File: config.mk
export PLATFORM = sky130hd
export DESIGN_NAME = ipfs_pin_select
export DESIGN_NICKNAME = d
export VERILOG_FILES = /design/src/logic/ipfs_pkg.sv /design/src/logic/ipfs_pin_select.sv
export VERILOG_INCLUDE_DIRS = /design/src /design/src/logic
export SDC_FILE = /design/constraint.sdc
export NUM_CORES = 1
export LEC_CHECK = 0
export ABC_CLOCK_PERIOD_IN_PS = 1930
export BUFFER_PORTS_ARGS = -buffer_cell sky130_fd_sc_hd__buf_2
export CAP_MARGIN = 20
export CORE_MARGIN = 3
export CORE_UTILIZATION = 35
export DETAILED_ROUTE_END_ITERATION = 12
export PLACE_DENSITY_LB_ADDON = 0.1
export SYNTH_ARGS = -nofsm -noshare
export SYNTH_HDL_FRONTEND = slang
export SYNTH_SLANG_ARGS = --single-unit
File: constraint.sdc
create_clock -name i_clk -period 1.93 [get_ports i_clk]
set_clock_uncertainty 0.2 [all_clocks]
set_input_delay 0.2895 -clock i_clk [delete_from_list [all_inputs] [get_ports i_clk]]
set_output_delay 0.2895 -clock i_clk [all_outputs]
set_load 0.005 [all_outputs]
File: src/logic/ipfs_cfg.svh
// offsets, field positions, codes and reset values of the pin function select
`ifndef IPFS_CFG_SVH
`define IPFS_CFG_SVH

// register offsets
`define IPFS_ADDR_POLARITY   8'h36
`define IPFS_ADDR_TX_CFG     8'h3d
`define IPFS_ADDR_RX_CFG     8'h3e
`define IPFS_ADDR_SERVO_CFG  8'h3f
`define IPFS_ADDR_KILL_MAP   8'h5d

// reset values
`define IPFS_RST_CFG         8'h00
`define IPFS_RST_POLARITY    8'h00

// fields of a pin configuration byte
`define IPFS_FUNC_LSB        0
`define IPFS_FUNC_MSB        3
`define IPFS_ANALOG_BIT      6
`define IPFS_PULLUP_BIT      7

// function codes
`define IPFS_FN_DEFAULT      4'h0
`define IPFS_FN_USER_IO      4'h1
`define IPFS_FN_USER_INPUT   4'h2
`define IPFS_FN_SERIAL       4'h4
`define IPFS_FN_PULSE        4'h5
`define IPFS_FN_ENCODER      4'h6
`define IPFS_FN_KILL         4'h7

// bit of each pin in the polarity and kill switch map bytes
`define IPFS_BIT_TX          2
`define IPFS_BIT_RX          3
`define IPFS_BIT_SERVO       4

`endif

File: src/logic/ipfs_pkg.sv
// types shared by the pin function select
package ipfs_pkg;

  // role a pin takes after decoding
  typedef enum logic [2:0] {
    IPFS_ROLE_USER_IO,
    IPFS_ROLE_USER_INPUT,
    IPFS_ROLE_SERIAL_TX,
    IPFS_ROLE_SERIAL_RX,
    IPFS_ROLE_ENCODER,
    IPFS_ROLE_KILL,
    IPFS_ROLE_PULSE_IN
  } ipfs_role_type;

  // which pin a decode is for
  typedef enum logic [1:0] {
    IPFS_PIN_TX,
    IPFS_PIN_RX,
    IPFS_PIN_SERVO
  } ipfs_pin_type;

endpackage

File: src/logic/ipfs_pin_select.sv
// function select for the transmit, receive and servo pulse input pins
//
// Summary of operation
// transmit byte low nibble selects pin function
// receive byte low nibble selects pin function
// software keeps reserved bits 4 and 5 zero
// bit 6 enables analog on transmit, receive
// bit 7 ignored, transmit/receive always pulled up
// servo pulse bit 6 ignored, no analog
// servo pulse bit 7 ignored, always pulled down
// function zero ignores all other options
// default transmit: encoder mode encoder, else serial
// default receive: encoder mode encoder, else serial
// default servo pulse pin measures pulse widths
// configuration bytes reset to zero, default function
// polarity byte bits 2-4, one means active high
// kill map bits 2-4 follow kill configuration
// unlisted function codes behave as default
`timescale 1ns/100ps
`include "ipfs_cfg.svh"

module ipfs_pin_select
  import ipfs_pkg::*;
#(
  parameter int ADDR_W = 8,
  parameter int DATA_W = 8
) (
  // clock and reset
  input  wire logic              i_clk,
  input  wire logic              i_rst_n,
  // register port
  input  wire logic [ADDR_W-1:0] i_addr,
  input  wire logic [DATA_W-1:0] i_wdata,
  input  wire logic              i_wr,
  input  wire logic              i_rd,
  output logic      [DATA_W-1:0] o_rdata,
  // control mode
  input  wire logic              i_encoder_mode,
  // pin levels, synchronous to i_clk
  input  wire logic              i_tx_pin,
  input  wire logic              i_rx_pin,
  input  wire logic              i_servo_pulse_pin,
  // transmit pin setup
  output ipfs_role_type          o_tx_role,
  output logic                   o_tx_analog_en,
  output logic                   o_tx_pullup,
  // receive pin setup
  output ipfs_role_type          o_rx_role,
  output logic                   o_rx_analog_en,
  output logic                   o_rx_pullup,
  // servo pulse pin setup
  output ipfs_role_type          o_servo_pulse_role,
  output logic                   o_servo_pulse_pulldown,
  // switch results
  output logic                   o_tx_switch_active,
  output logic                   o_rx_switch_active,
  output logic                   o_servo_pulse_switch_active,
  output logic                   o_kill
);

  // complete state of the block
  typedef struct packed {
    logic [7:0]    tx_cfg;
    logic [7:0]    rx_cfg;
    logic [7:0]    servo_cfg;
    logic [7:0]    polarity;
    logic [7:0]    kill_map;
    logic [DATA_W-1:0] rdata;
    ipfs_role_type tx_role;
    ipfs_role_type rx_role;
    ipfs_role_type servo_role;
    logic          tx_analog;
    logic          rx_analog;
    logic          tx_sw;
    logic          rx_sw;
    logic          servo_sw;
    logic          kill;
  } ipfs_state_type;

  ipfs_state_type state;
  ipfs_state_type next_state;

  // decode a function nibble into a role for one pin
  function automatic ipfs_role_type pin_role(
    input logic [3:0]   code,
    input ipfs_pin_type pin,
    input logic         enc_mode
  );
    ipfs_role_type dflt;
    ipfs_role_type role;
    logic          listed;
    // built-in role when the nibble selects default
    unique case (pin)
      IPFS_PIN_TX: begin
        dflt = enc_mode ? IPFS_ROLE_ENCODER
                        : IPFS_ROLE_SERIAL_TX;
      end
      IPFS_PIN_RX: begin
        dflt = enc_mode ? IPFS_ROLE_ENCODER
                        : IPFS_ROLE_SERIAL_RX;
      end
      IPFS_PIN_SERVO: begin
        dflt = IPFS_ROLE_PULSE_IN;
      end
      default: begin
        dflt = IPFS_ROLE_USER_INPUT;
      end
    endcase
    role   = dflt;
    listed = 1'b0;
    unique case (code)
      `IPFS_FN_USER_IO: begin
        // servo pulse pin has no output path
        listed = (pin != IPFS_PIN_SERVO);
        role   = IPFS_ROLE_USER_IO;
      end
      `IPFS_FN_USER_INPUT: begin
        listed = 1'b1;
        role   = IPFS_ROLE_USER_INPUT;
      end
      `IPFS_FN_SERIAL: begin
        listed = (pin != IPFS_PIN_SERVO);
        role   = (pin == IPFS_PIN_TX) ? IPFS_ROLE_SERIAL_TX
                                      : IPFS_ROLE_SERIAL_RX;
      end
      `IPFS_FN_PULSE: begin
        listed = (pin == IPFS_PIN_SERVO);
        role   = IPFS_ROLE_PULSE_IN;
      end
      `IPFS_FN_ENCODER: begin
        listed = (pin != IPFS_PIN_SERVO);
        role   = IPFS_ROLE_ENCODER;
      end
      `IPFS_FN_KILL: begin
        listed = 1'b1;
        role   = IPFS_ROLE_KILL;
      end
      default: begin
        // code 0 and every code without a branch of its own
        listed = 1'b0;
        role   = dflt;
      end
    endcase
    // an unlisted code keeps the pin in its built-in role
    if (!listed) begin
      role = dflt;
    end
    return role;
  endfunction

  // analog readings only under an explicit, listed function
  function automatic logic pin_analog(
    input logic [7:0] cfg,
    input logic       listed_fn
  );
    // default function ignores bit 6 along with everything else
    return listed_fn & cfg[`IPFS_ANALOG_BIT];
  endfunction

  // true when the nibble names a function listed for the pin
  function automatic logic fn_listed(
    input logic [3:0]   code,
    input ipfs_pin_type pin
  );
    logic ok;
    unique case (code)
      `IPFS_FN_USER_INPUT,
      `IPFS_FN_KILL: begin
        ok = 1'b1;
      end
      `IPFS_FN_USER_IO,
      `IPFS_FN_SERIAL,
      `IPFS_FN_ENCODER: begin
        ok = (pin != IPFS_PIN_SERVO);
      end
      `IPFS_FN_PULSE: begin
        ok = (pin == IPFS_PIN_SERVO);
      end
      default: begin
        ok = 1'b0;
      end
    endcase
    return ok;
  endfunction

  // pin level turned into switch activity by its polarity bit
  function automatic logic sw_level(
    input logic level,
    input logic active_high
  );
    // zero polarity means a low level is the active switch
    return active_high ? level : ~level;
  endfunction

  always_comb begin
    logic [3:0] tx_fn;
    logic [3:0] rx_fn;
    logic [3:0] servo_fn;
    logic       tx_kill;
    logic       rx_kill;
    logic       servo_kill;
    next_state = state;
    tx_fn      = state.tx_cfg[`IPFS_FUNC_MSB:`IPFS_FUNC_LSB];
    rx_fn      = state.rx_cfg[`IPFS_FUNC_MSB:`IPFS_FUNC_LSB];
    servo_fn   = state.servo_cfg[`IPFS_FUNC_MSB:`IPFS_FUNC_LSB];
    tx_kill    = 1'b0;
    rx_kill    = 1'b0;
    servo_kill = 1'b0;

    // register writes; whole configuration bytes are kept, ignored bits included,
    // so software reads them back exactly as it wrote them
    if (i_wr) begin
      unique case (i_addr)
        `IPFS_ADDR_TX_CFG: begin
          next_state.tx_cfg = i_wdata[7:0];
        end
        `IPFS_ADDR_RX_CFG: begin
          next_state.rx_cfg = i_wdata[7:0];
        end
        `IPFS_ADDR_SERVO_CFG: begin
          next_state.servo_cfg = i_wdata[7:0];
        end
        `IPFS_ADDR_POLARITY: begin
          // only the three bits owned by these pins are kept
          next_state.polarity = 8'h00;
          next_state.polarity[`IPFS_BIT_TX] =
            i_wdata[`IPFS_BIT_TX];
          next_state.polarity[`IPFS_BIT_RX] =
            i_wdata[`IPFS_BIT_RX];
          next_state.polarity[`IPFS_BIT_SERVO] =
            i_wdata[`IPFS_BIT_SERVO];
        end
        default: begin
          // kill map is derived, writes to it and unmapped
          // addresses are dropped
        end
      endcase
    end

    // read data stands in the cycle after the strobe only
    next_state.rdata = '0;
    if (i_rd) begin
      unique case (i_addr)
        `IPFS_ADDR_TX_CFG: begin
          next_state.rdata[7:0] = state.tx_cfg;
        end
        `IPFS_ADDR_RX_CFG: begin
          next_state.rdata[7:0] = state.rx_cfg;
        end
        `IPFS_ADDR_SERVO_CFG: begin
          next_state.rdata[7:0] = state.servo_cfg;
        end
        `IPFS_ADDR_POLARITY: begin
          next_state.rdata[7:0] = state.polarity;
        end
        `IPFS_ADDR_KILL_MAP: begin
          next_state.rdata[7:0] = state.kill_map;
        end
        default: begin
          next_state.rdata = '0;
        end
      endcase
    end

    // role decode from the stored bytes and the control mode
    next_state.tx_role =
      pin_role(tx_fn, IPFS_PIN_TX, i_encoder_mode);
    next_state.rx_role =
      pin_role(rx_fn, IPFS_PIN_RX, i_encoder_mode);
    next_state.servo_role =
      pin_role(servo_fn, IPFS_PIN_SERVO, i_encoder_mode);

    // analog enables; servo pulse pin has none at all
    next_state.tx_analog =
      pin_analog(state.tx_cfg, fn_listed(tx_fn, IPFS_PIN_TX));
    next_state.rx_analog =
      pin_analog(state.rx_cfg, fn_listed(rx_fn, IPFS_PIN_RX));

    // kill switch membership follows the decoded role
    tx_kill    = (next_state.tx_role == IPFS_ROLE_KILL);
    rx_kill    = (next_state.rx_role == IPFS_ROLE_KILL);
    servo_kill = (next_state.servo_role == IPFS_ROLE_KILL);
    next_state.kill_map                  = 8'h00;
    next_state.kill_map[`IPFS_BIT_TX]    = tx_kill;
    next_state.kill_map[`IPFS_BIT_RX]    = rx_kill;
    next_state.kill_map[`IPFS_BIT_SERVO] = servo_kill;

    // switch activity uses the polarity of each pin
    next_state.tx_sw = sw_level(i_tx_pin,
      state.polarity[`IPFS_BIT_TX]);
    next_state.rx_sw = sw_level(i_rx_pin,
      state.polarity[`IPFS_BIT_RX]);
    next_state.servo_sw = sw_level(i_servo_pulse_pin,
      state.polarity[`IPFS_BIT_SERVO]);

    // kill only from pins that are kill switches this cycle
    next_state.kill =
      (state.kill_map[`IPFS_BIT_TX]    & next_state.tx_sw) |
      (state.kill_map[`IPFS_BIT_RX]    & next_state.rx_sw) |
      (state.kill_map[`IPFS_BIT_SERVO] & next_state.servo_sw);
  end

  always_ff @(posedge i_clk) begin
    if (!i_rst_n) begin
      state.tx_cfg     <= `IPFS_RST_CFG;
      state.rx_cfg     <= `IPFS_RST_CFG;
      state.servo_cfg  <= `IPFS_RST_CFG;
      state.polarity   <= `IPFS_RST_POLARITY;
      state.kill_map   <= 8'h00;
      state.rdata      <= '0;
      // roles match what a zero byte selects outside encoder mode
      state.tx_role    <= IPFS_ROLE_SERIAL_TX;
      state.rx_role    <= IPFS_ROLE_SERIAL_RX;
      state.servo_role <= IPFS_ROLE_PULSE_IN;
      state.tx_analog  <= 1'b0;
      state.rx_analog  <= 1'b0;
      state.tx_sw      <= 1'b0;
      state.rx_sw      <= 1'b0;
      state.servo_sw   <= 1'b0;
      state.kill       <= 1'b0;
    end else begin
      state <= next_state;
    end
  end

  // outputs
  assign o_rdata                     = state.rdata;
  assign o_tx_role                   = state.tx_role;
  assign o_tx_analog_en              = state.tx_analog;
  // bit 7 never reaches the pads: fixed pulls on every pin
  assign o_tx_pullup                 = 1'b1;
  assign o_rx_role                   = state.rx_role;
  assign o_rx_analog_en              = state.rx_analog;
  assign o_rx_pullup                 = 1'b1;
  assign o_servo_pulse_role          = state.servo_role;
  // bit 6 of the servo pulse byte drives nothing
  assign o_servo_pulse_pulldown      = 1'b1;
  assign o_tx_switch_active          = state.tx_sw;
  assign o_rx_switch_active          = state.rx_sw;
  assign o_servo_pulse_switch_active = state.servo_sw;
  assign o_kill                      = state.kill;

endmodule

## After elaboration in Yosys (flattened, before gate mapping)

Index checks and enable logic that the tools add are counted.

- Multipliers: 0
- Reduce and logical (&&, ||, !) cells: 8
- Add/sub/neg operators: 0
- Multiplexer cells: 15
- Bitwise logic cells: 10
- Equality and inequality tests: 26
- $lt $le $gt $ge: 0
- Divide/modulo/power cells: 0
- Shift-type cells: 0

Operators by type and width:

| operator | count |
|---|---|
| == test 4 x 3 -> 1 bit (second input constant) | 12 |
| one-hot mux 8 bit (5 select lines) | 1 |
| one-hot mux 3 bit (6 select lines) | 2 |
| == test 8 x 6 -> 1 bit (second input constant) | 4 |
| two-way mux 3 bit | 5 |
| one-hot mux 3 bit (5 select lines) | 1 |
| == test 4 x 1 -> 1 bit (second input constant) | 3 |
| == test 4 x 2 -> 1 bit (second input constant) | 3 |
| AND reduction 2 bit | 5 |
| OR reduction 5 bit | 2 |
| == test 3 bit (second input constant) | 3 |
| == test 8 x 7 -> 1 bit (second input constant) | 1 |
| two-way mux 1 bit | 6 |
| bitwise AND 1 bit | 5 |
| NOT 1 bit | 3 |
| OR reduction 3 bit | 1 |
| bitwise OR 1 bit | 2 |

- Bits in writable memories: 0
- Latch bits: 0
- Memories kept: 0
- Flip-flop bits (word level): 58
- ROM bits: 0
- Input port bits: 24
- Output and inout bits: 26

## Depth between registers and ports, before layout

- Word-level depth: 5
- Gate-level depth with buffers: 6
- Mapped depth without buffers: 4

## Worst setup path before layout

OpenSTA, ideal clock, no wires.

- Kind: input-to-reg
- Start point: in i_addr[0]
- End point: reg state[57] (netlist name)
- Data arrival time: 1.373 ns
- Buffers on the path: 1
- Cell stages on the path: 5
- Setup slack: 0.241 ns
- Setup time: 0.116 ns
- Path through: buf_2 nand3_1 nor4_4 mux2i_1 nor2b_1

- Cells in the longest elaborated chain, start to end: 2

Ends and longest elaborated chain:

| element | RTL line | RTL |
|---|---|---|
| from (decl) | ipfs_pin_select.sv:32 | `input wire logic [ADDR_W-1:0] i_addr,` |
| == test 8 x 6 -> 1 bit | ipfs_pin_select.sv:213 | `unique case (i_addr)` |
| AND reduction 2 bit (no source line) | n/a |  |
| to (signal assigned) | ipfs_pin_select.sv:322 | `state <= next_state;` |
| to (decl) | ipfs_pin_select.sv:80 | `ipfs_state_type state;` |

No other way between the ends.
A chain may end at the register's enable or synchronous reset.

## Final worst setup path

- Start point: in i_addr[1]
- End point: reg state (netlist bit o_rdata[1])

- Cells in the longest elaborated chain, start to end: 2
- Elaborated cells on any way between the ends: 6

Ends and longest elaborated chain:

| element | RTL line | RTL |
|---|---|---|
| == test 8 x 7 -> 1 bit / == test 8 x 6 -> 1 bit (equally long branches) | ipfs_pin_select.sv:243 | `unique case (i_addr)` |
| one-hot mux 8 bit (5 select lines) * | ipfs_pin_select.sv:243 |  |

Every way passes the cells marked *; elsewhere a longest branch is shown, timed or not.

==> results.json <==
{
  "antenna-diode-count": 0,
  "place.gp.congestion": 0.8129,
  "synth_common_cells": "dfxtp_1 (53), nand2_1 (26), mux2i_1 (25)",
  "htreeDepth": 2,
  "crit_path_start_kind": "primary input",
  "critical_path_class": "in -> reg",
  "num-fill-cells": 744,
  "gr-total-overflow": 0,
  "final_nets": 327,
  "reg2reg_slack_ns": 0.50,
  "numPortBuffers": 46,
  "cp_slowest_cell": "nor3_1",
  "cts-resized-gates": 0,
  "die-width_um": 90.20,
  "vias": 1900,
  "finalHoldViolCount": 0,
  "ys.warnings.count": 0,
  "rows": 30,
  "syn2layout_area_growth_pct": 15.58,
  "cts_setup_buffers": 0,
  "first_iter_violations": 82,
  "power_uw": 1926,
  "grt_max_degree": 17,
  "synth.top_cell.area_share": 0.4276,
  "hold_start": "i_wdata[1]",
  "whs_ns": 0.05360,
  "r2r-start": "state[48]",
  "p_per_area_nw_per_um2": 671.6,
  "yosysMostFrequentCell": "dfxtp_1",
  "cp_data_required_time_ns": 1.95,
  "pin_count": 50,
  "synthTopCellsByArea": "dfxtp_1 (43%), mux2i_1 (10%), buf_4 (6.4%)",
  "cts_tree": "yes",
  "grtUsageTotal": 0.1527,
  "rsz0062_at_grt": "no",
  "status": "finished clean",
  "start_util": 0.3632,
  "async_flop_share": 0,
  "max-cap-violations": 0,
  "antenna_found_initial": 0,
  "synth_area_leader_cell": "dfxtp_1",
  "synth_cells": 268,
  "hold_path_depth": 3,
  "vias_per_cell": 4.750,
  "p_leak_uw": 0.001116,
  "path_clk_slew_ns": 0.09,
  "max_freq_mhz": 643.0,
  "drtAntennaViolNets": 0,
  "grt_pass1_wl_um": 9922,
  "postSynthAreaPerCell_um2": 9.258,
  "synth_flop_cell": "dfxtp_1",
  "final.min_clock_period_ns": 1.555,
  "drv_slew": 0,
  "die_h_um": 90.20,
  "wirelength_um": 5903,
  "drtPass1Iterations": 4,
  "finalSetupTns_ns": 0,
  "seq_area_frac_synth": 0.4276,
  "reg2reg_depth": 3,
  "path_cells": "buf_2 > buf_4 > nand2b_1 > nor3_1 > o211ai_1 > buf_4 > a21oi_1",
  "postPlaceCellArea_um2": 2766,
  "clkSinkCount": 53,
  "insertion_delay_ns": 0.30,
  "holdCritPathClass": "in -> reg",
  "drc_errors": 0,
  "cts_made_buffers": 5,
  "finalSetupViolCount": 0,
  "worstPathMaxFanout": 13,
  "post-dp-hpwl_um": 4334,
  "worst_setup_path_end_kind": "flop",
  "period_share": 0.8058,
  "synth-seq-cells": 53,
  "synth_cell_types": 40,
  "reg2reg_to": "o_rdata[1]",
  "ir_drop_uv": 271.7,
  "dieArea_um2": 8135,
  "synth_edf_count": 0,
  "critPathArrivalTime_ns": 1.58,
  "cts_hold_buf": 0,
  "wire_per_inst_um": 14.76,
  "crit_top_cell": "buf_4",
  "slowest_delay_ns": 0.28,
  "drive_above_1_share": 0.2632,
  "fin_area_um2": 2868,
  "cts-root-buf": "clkbuf_8",
  "grt_pass1_vias": 1843,
  "hold_end": "state[48]",
  "cts_buffer_depth": 2,
  "syn_area_um2": 2481,
  "core_area_um2": 6832
}
[placed cells by master, fill, tap and decap left out, drive strengths merged, types with 2 or more instances in the layout]
cell type	n
xor2	2
nor3	4
and3b	2
inv	5
and2	3
a31oi	2
nor4	5
nor2	9
nand4	5
nor2b	19
conb	3
clkbuf	7
buf	62
xnor2	5
dfxtp	53
a21oi	10
o22ai	4
nand2	26
o21ai	9
mux2i	25
a22oi	3
nand3	10
nand3b	3
a211oi	3
and3	3
nand2b	7
mux2	5
[how the worst max path moves through the flow]
stage               cells past startpoint  slack [ns]      start         end
floorplan                               5        0.24  i_addr[0]   state[57]
global placement                        6        0.04  i_addr[1]  o_rdata[1]
detailed placement                      7        0.07  i_addr[1]  o_rdata[1]
CTS                                     7        0.39  i_addr[1]  o_rdata[1]
global route                            7        0.22  i_addr[1]  o_rdata[1]
finish                                  7        0.37  i_addr[1]  o_rdata[1]
[critical path, delay by kind of cell]
family	cells	cell delay, ns
and+or+nand+nor	2	0.50
buffers and inverters	3	0.48
AOI/OAI and AO/OA	2	0.30
[state kept, by name, summed over array words and instances (netlist names), 3 cells and up]
register and cells:
o_rdata 8, o_rx_role 3, o_servo_pulse_role 3, o_tx_role 3
state 30
[per-layer routing]
layer  GRT usage  routed length, um
met4     0.04082                 57
met1      0.2090               2859
met5           0                  0
met2      0.2408               2681
met3     0.03682                304
[final cells by class]
| cell class | instances | area [um2] | area share |
|---|---|---|---|
| multi-input cells | 176 | 1191 | 0.4154 |
| flip-flops and latches | 53 | 1061 | 0.3700 |
| repair buffers | 62 | 375.4 | 0.1309 |
| well taps | 96 | 120.1 | 0.04188 |
| clock buffers | 7 | 96.34 | 0.03360 |
| inverters | 5 | 18.77 | 0.006545 |
| clock inverters | 1 | 5.005 | 0.001745 |
[report_power, final]
group	internal, uW	switching, uW
registers	1100	2.43
clock network	325	353
logic	60.3	82.8
total	1490	439
[through the flow]
step | util | std cells | worst slack, ns
after floorplan | - | 270 | 0.2405
after global placement | 0.4049 | 392 | 0.04108
after detailed placement | 0.4049 | 392 | 0.06616
after CTS | 0.4198 | 400 | 0.3915
after global routing | 0.4198 | 400 | 0.2205
final | 0.4198 | 400 | 0.3748
[cell families (layout without fill, tap and decap cells)]
logic type / after synthesis / after routing / share of synthesized area
and+or+nand+nor: 98 / 98 / 0.2330
DFF: 53 / 53 / 0.4276
buffers and inverters: 41 / 75 / 0.09531
AOI/OAI and AO/OA: 38 / 38 / 0.09430
muxes: 30 / 30 / 0.1235
xor gates and xnor gates: 7 / 7 / 0.02471
other: 1 / 3 / 0.001511
Note: power is estimated with default switching activity, not from simulation.
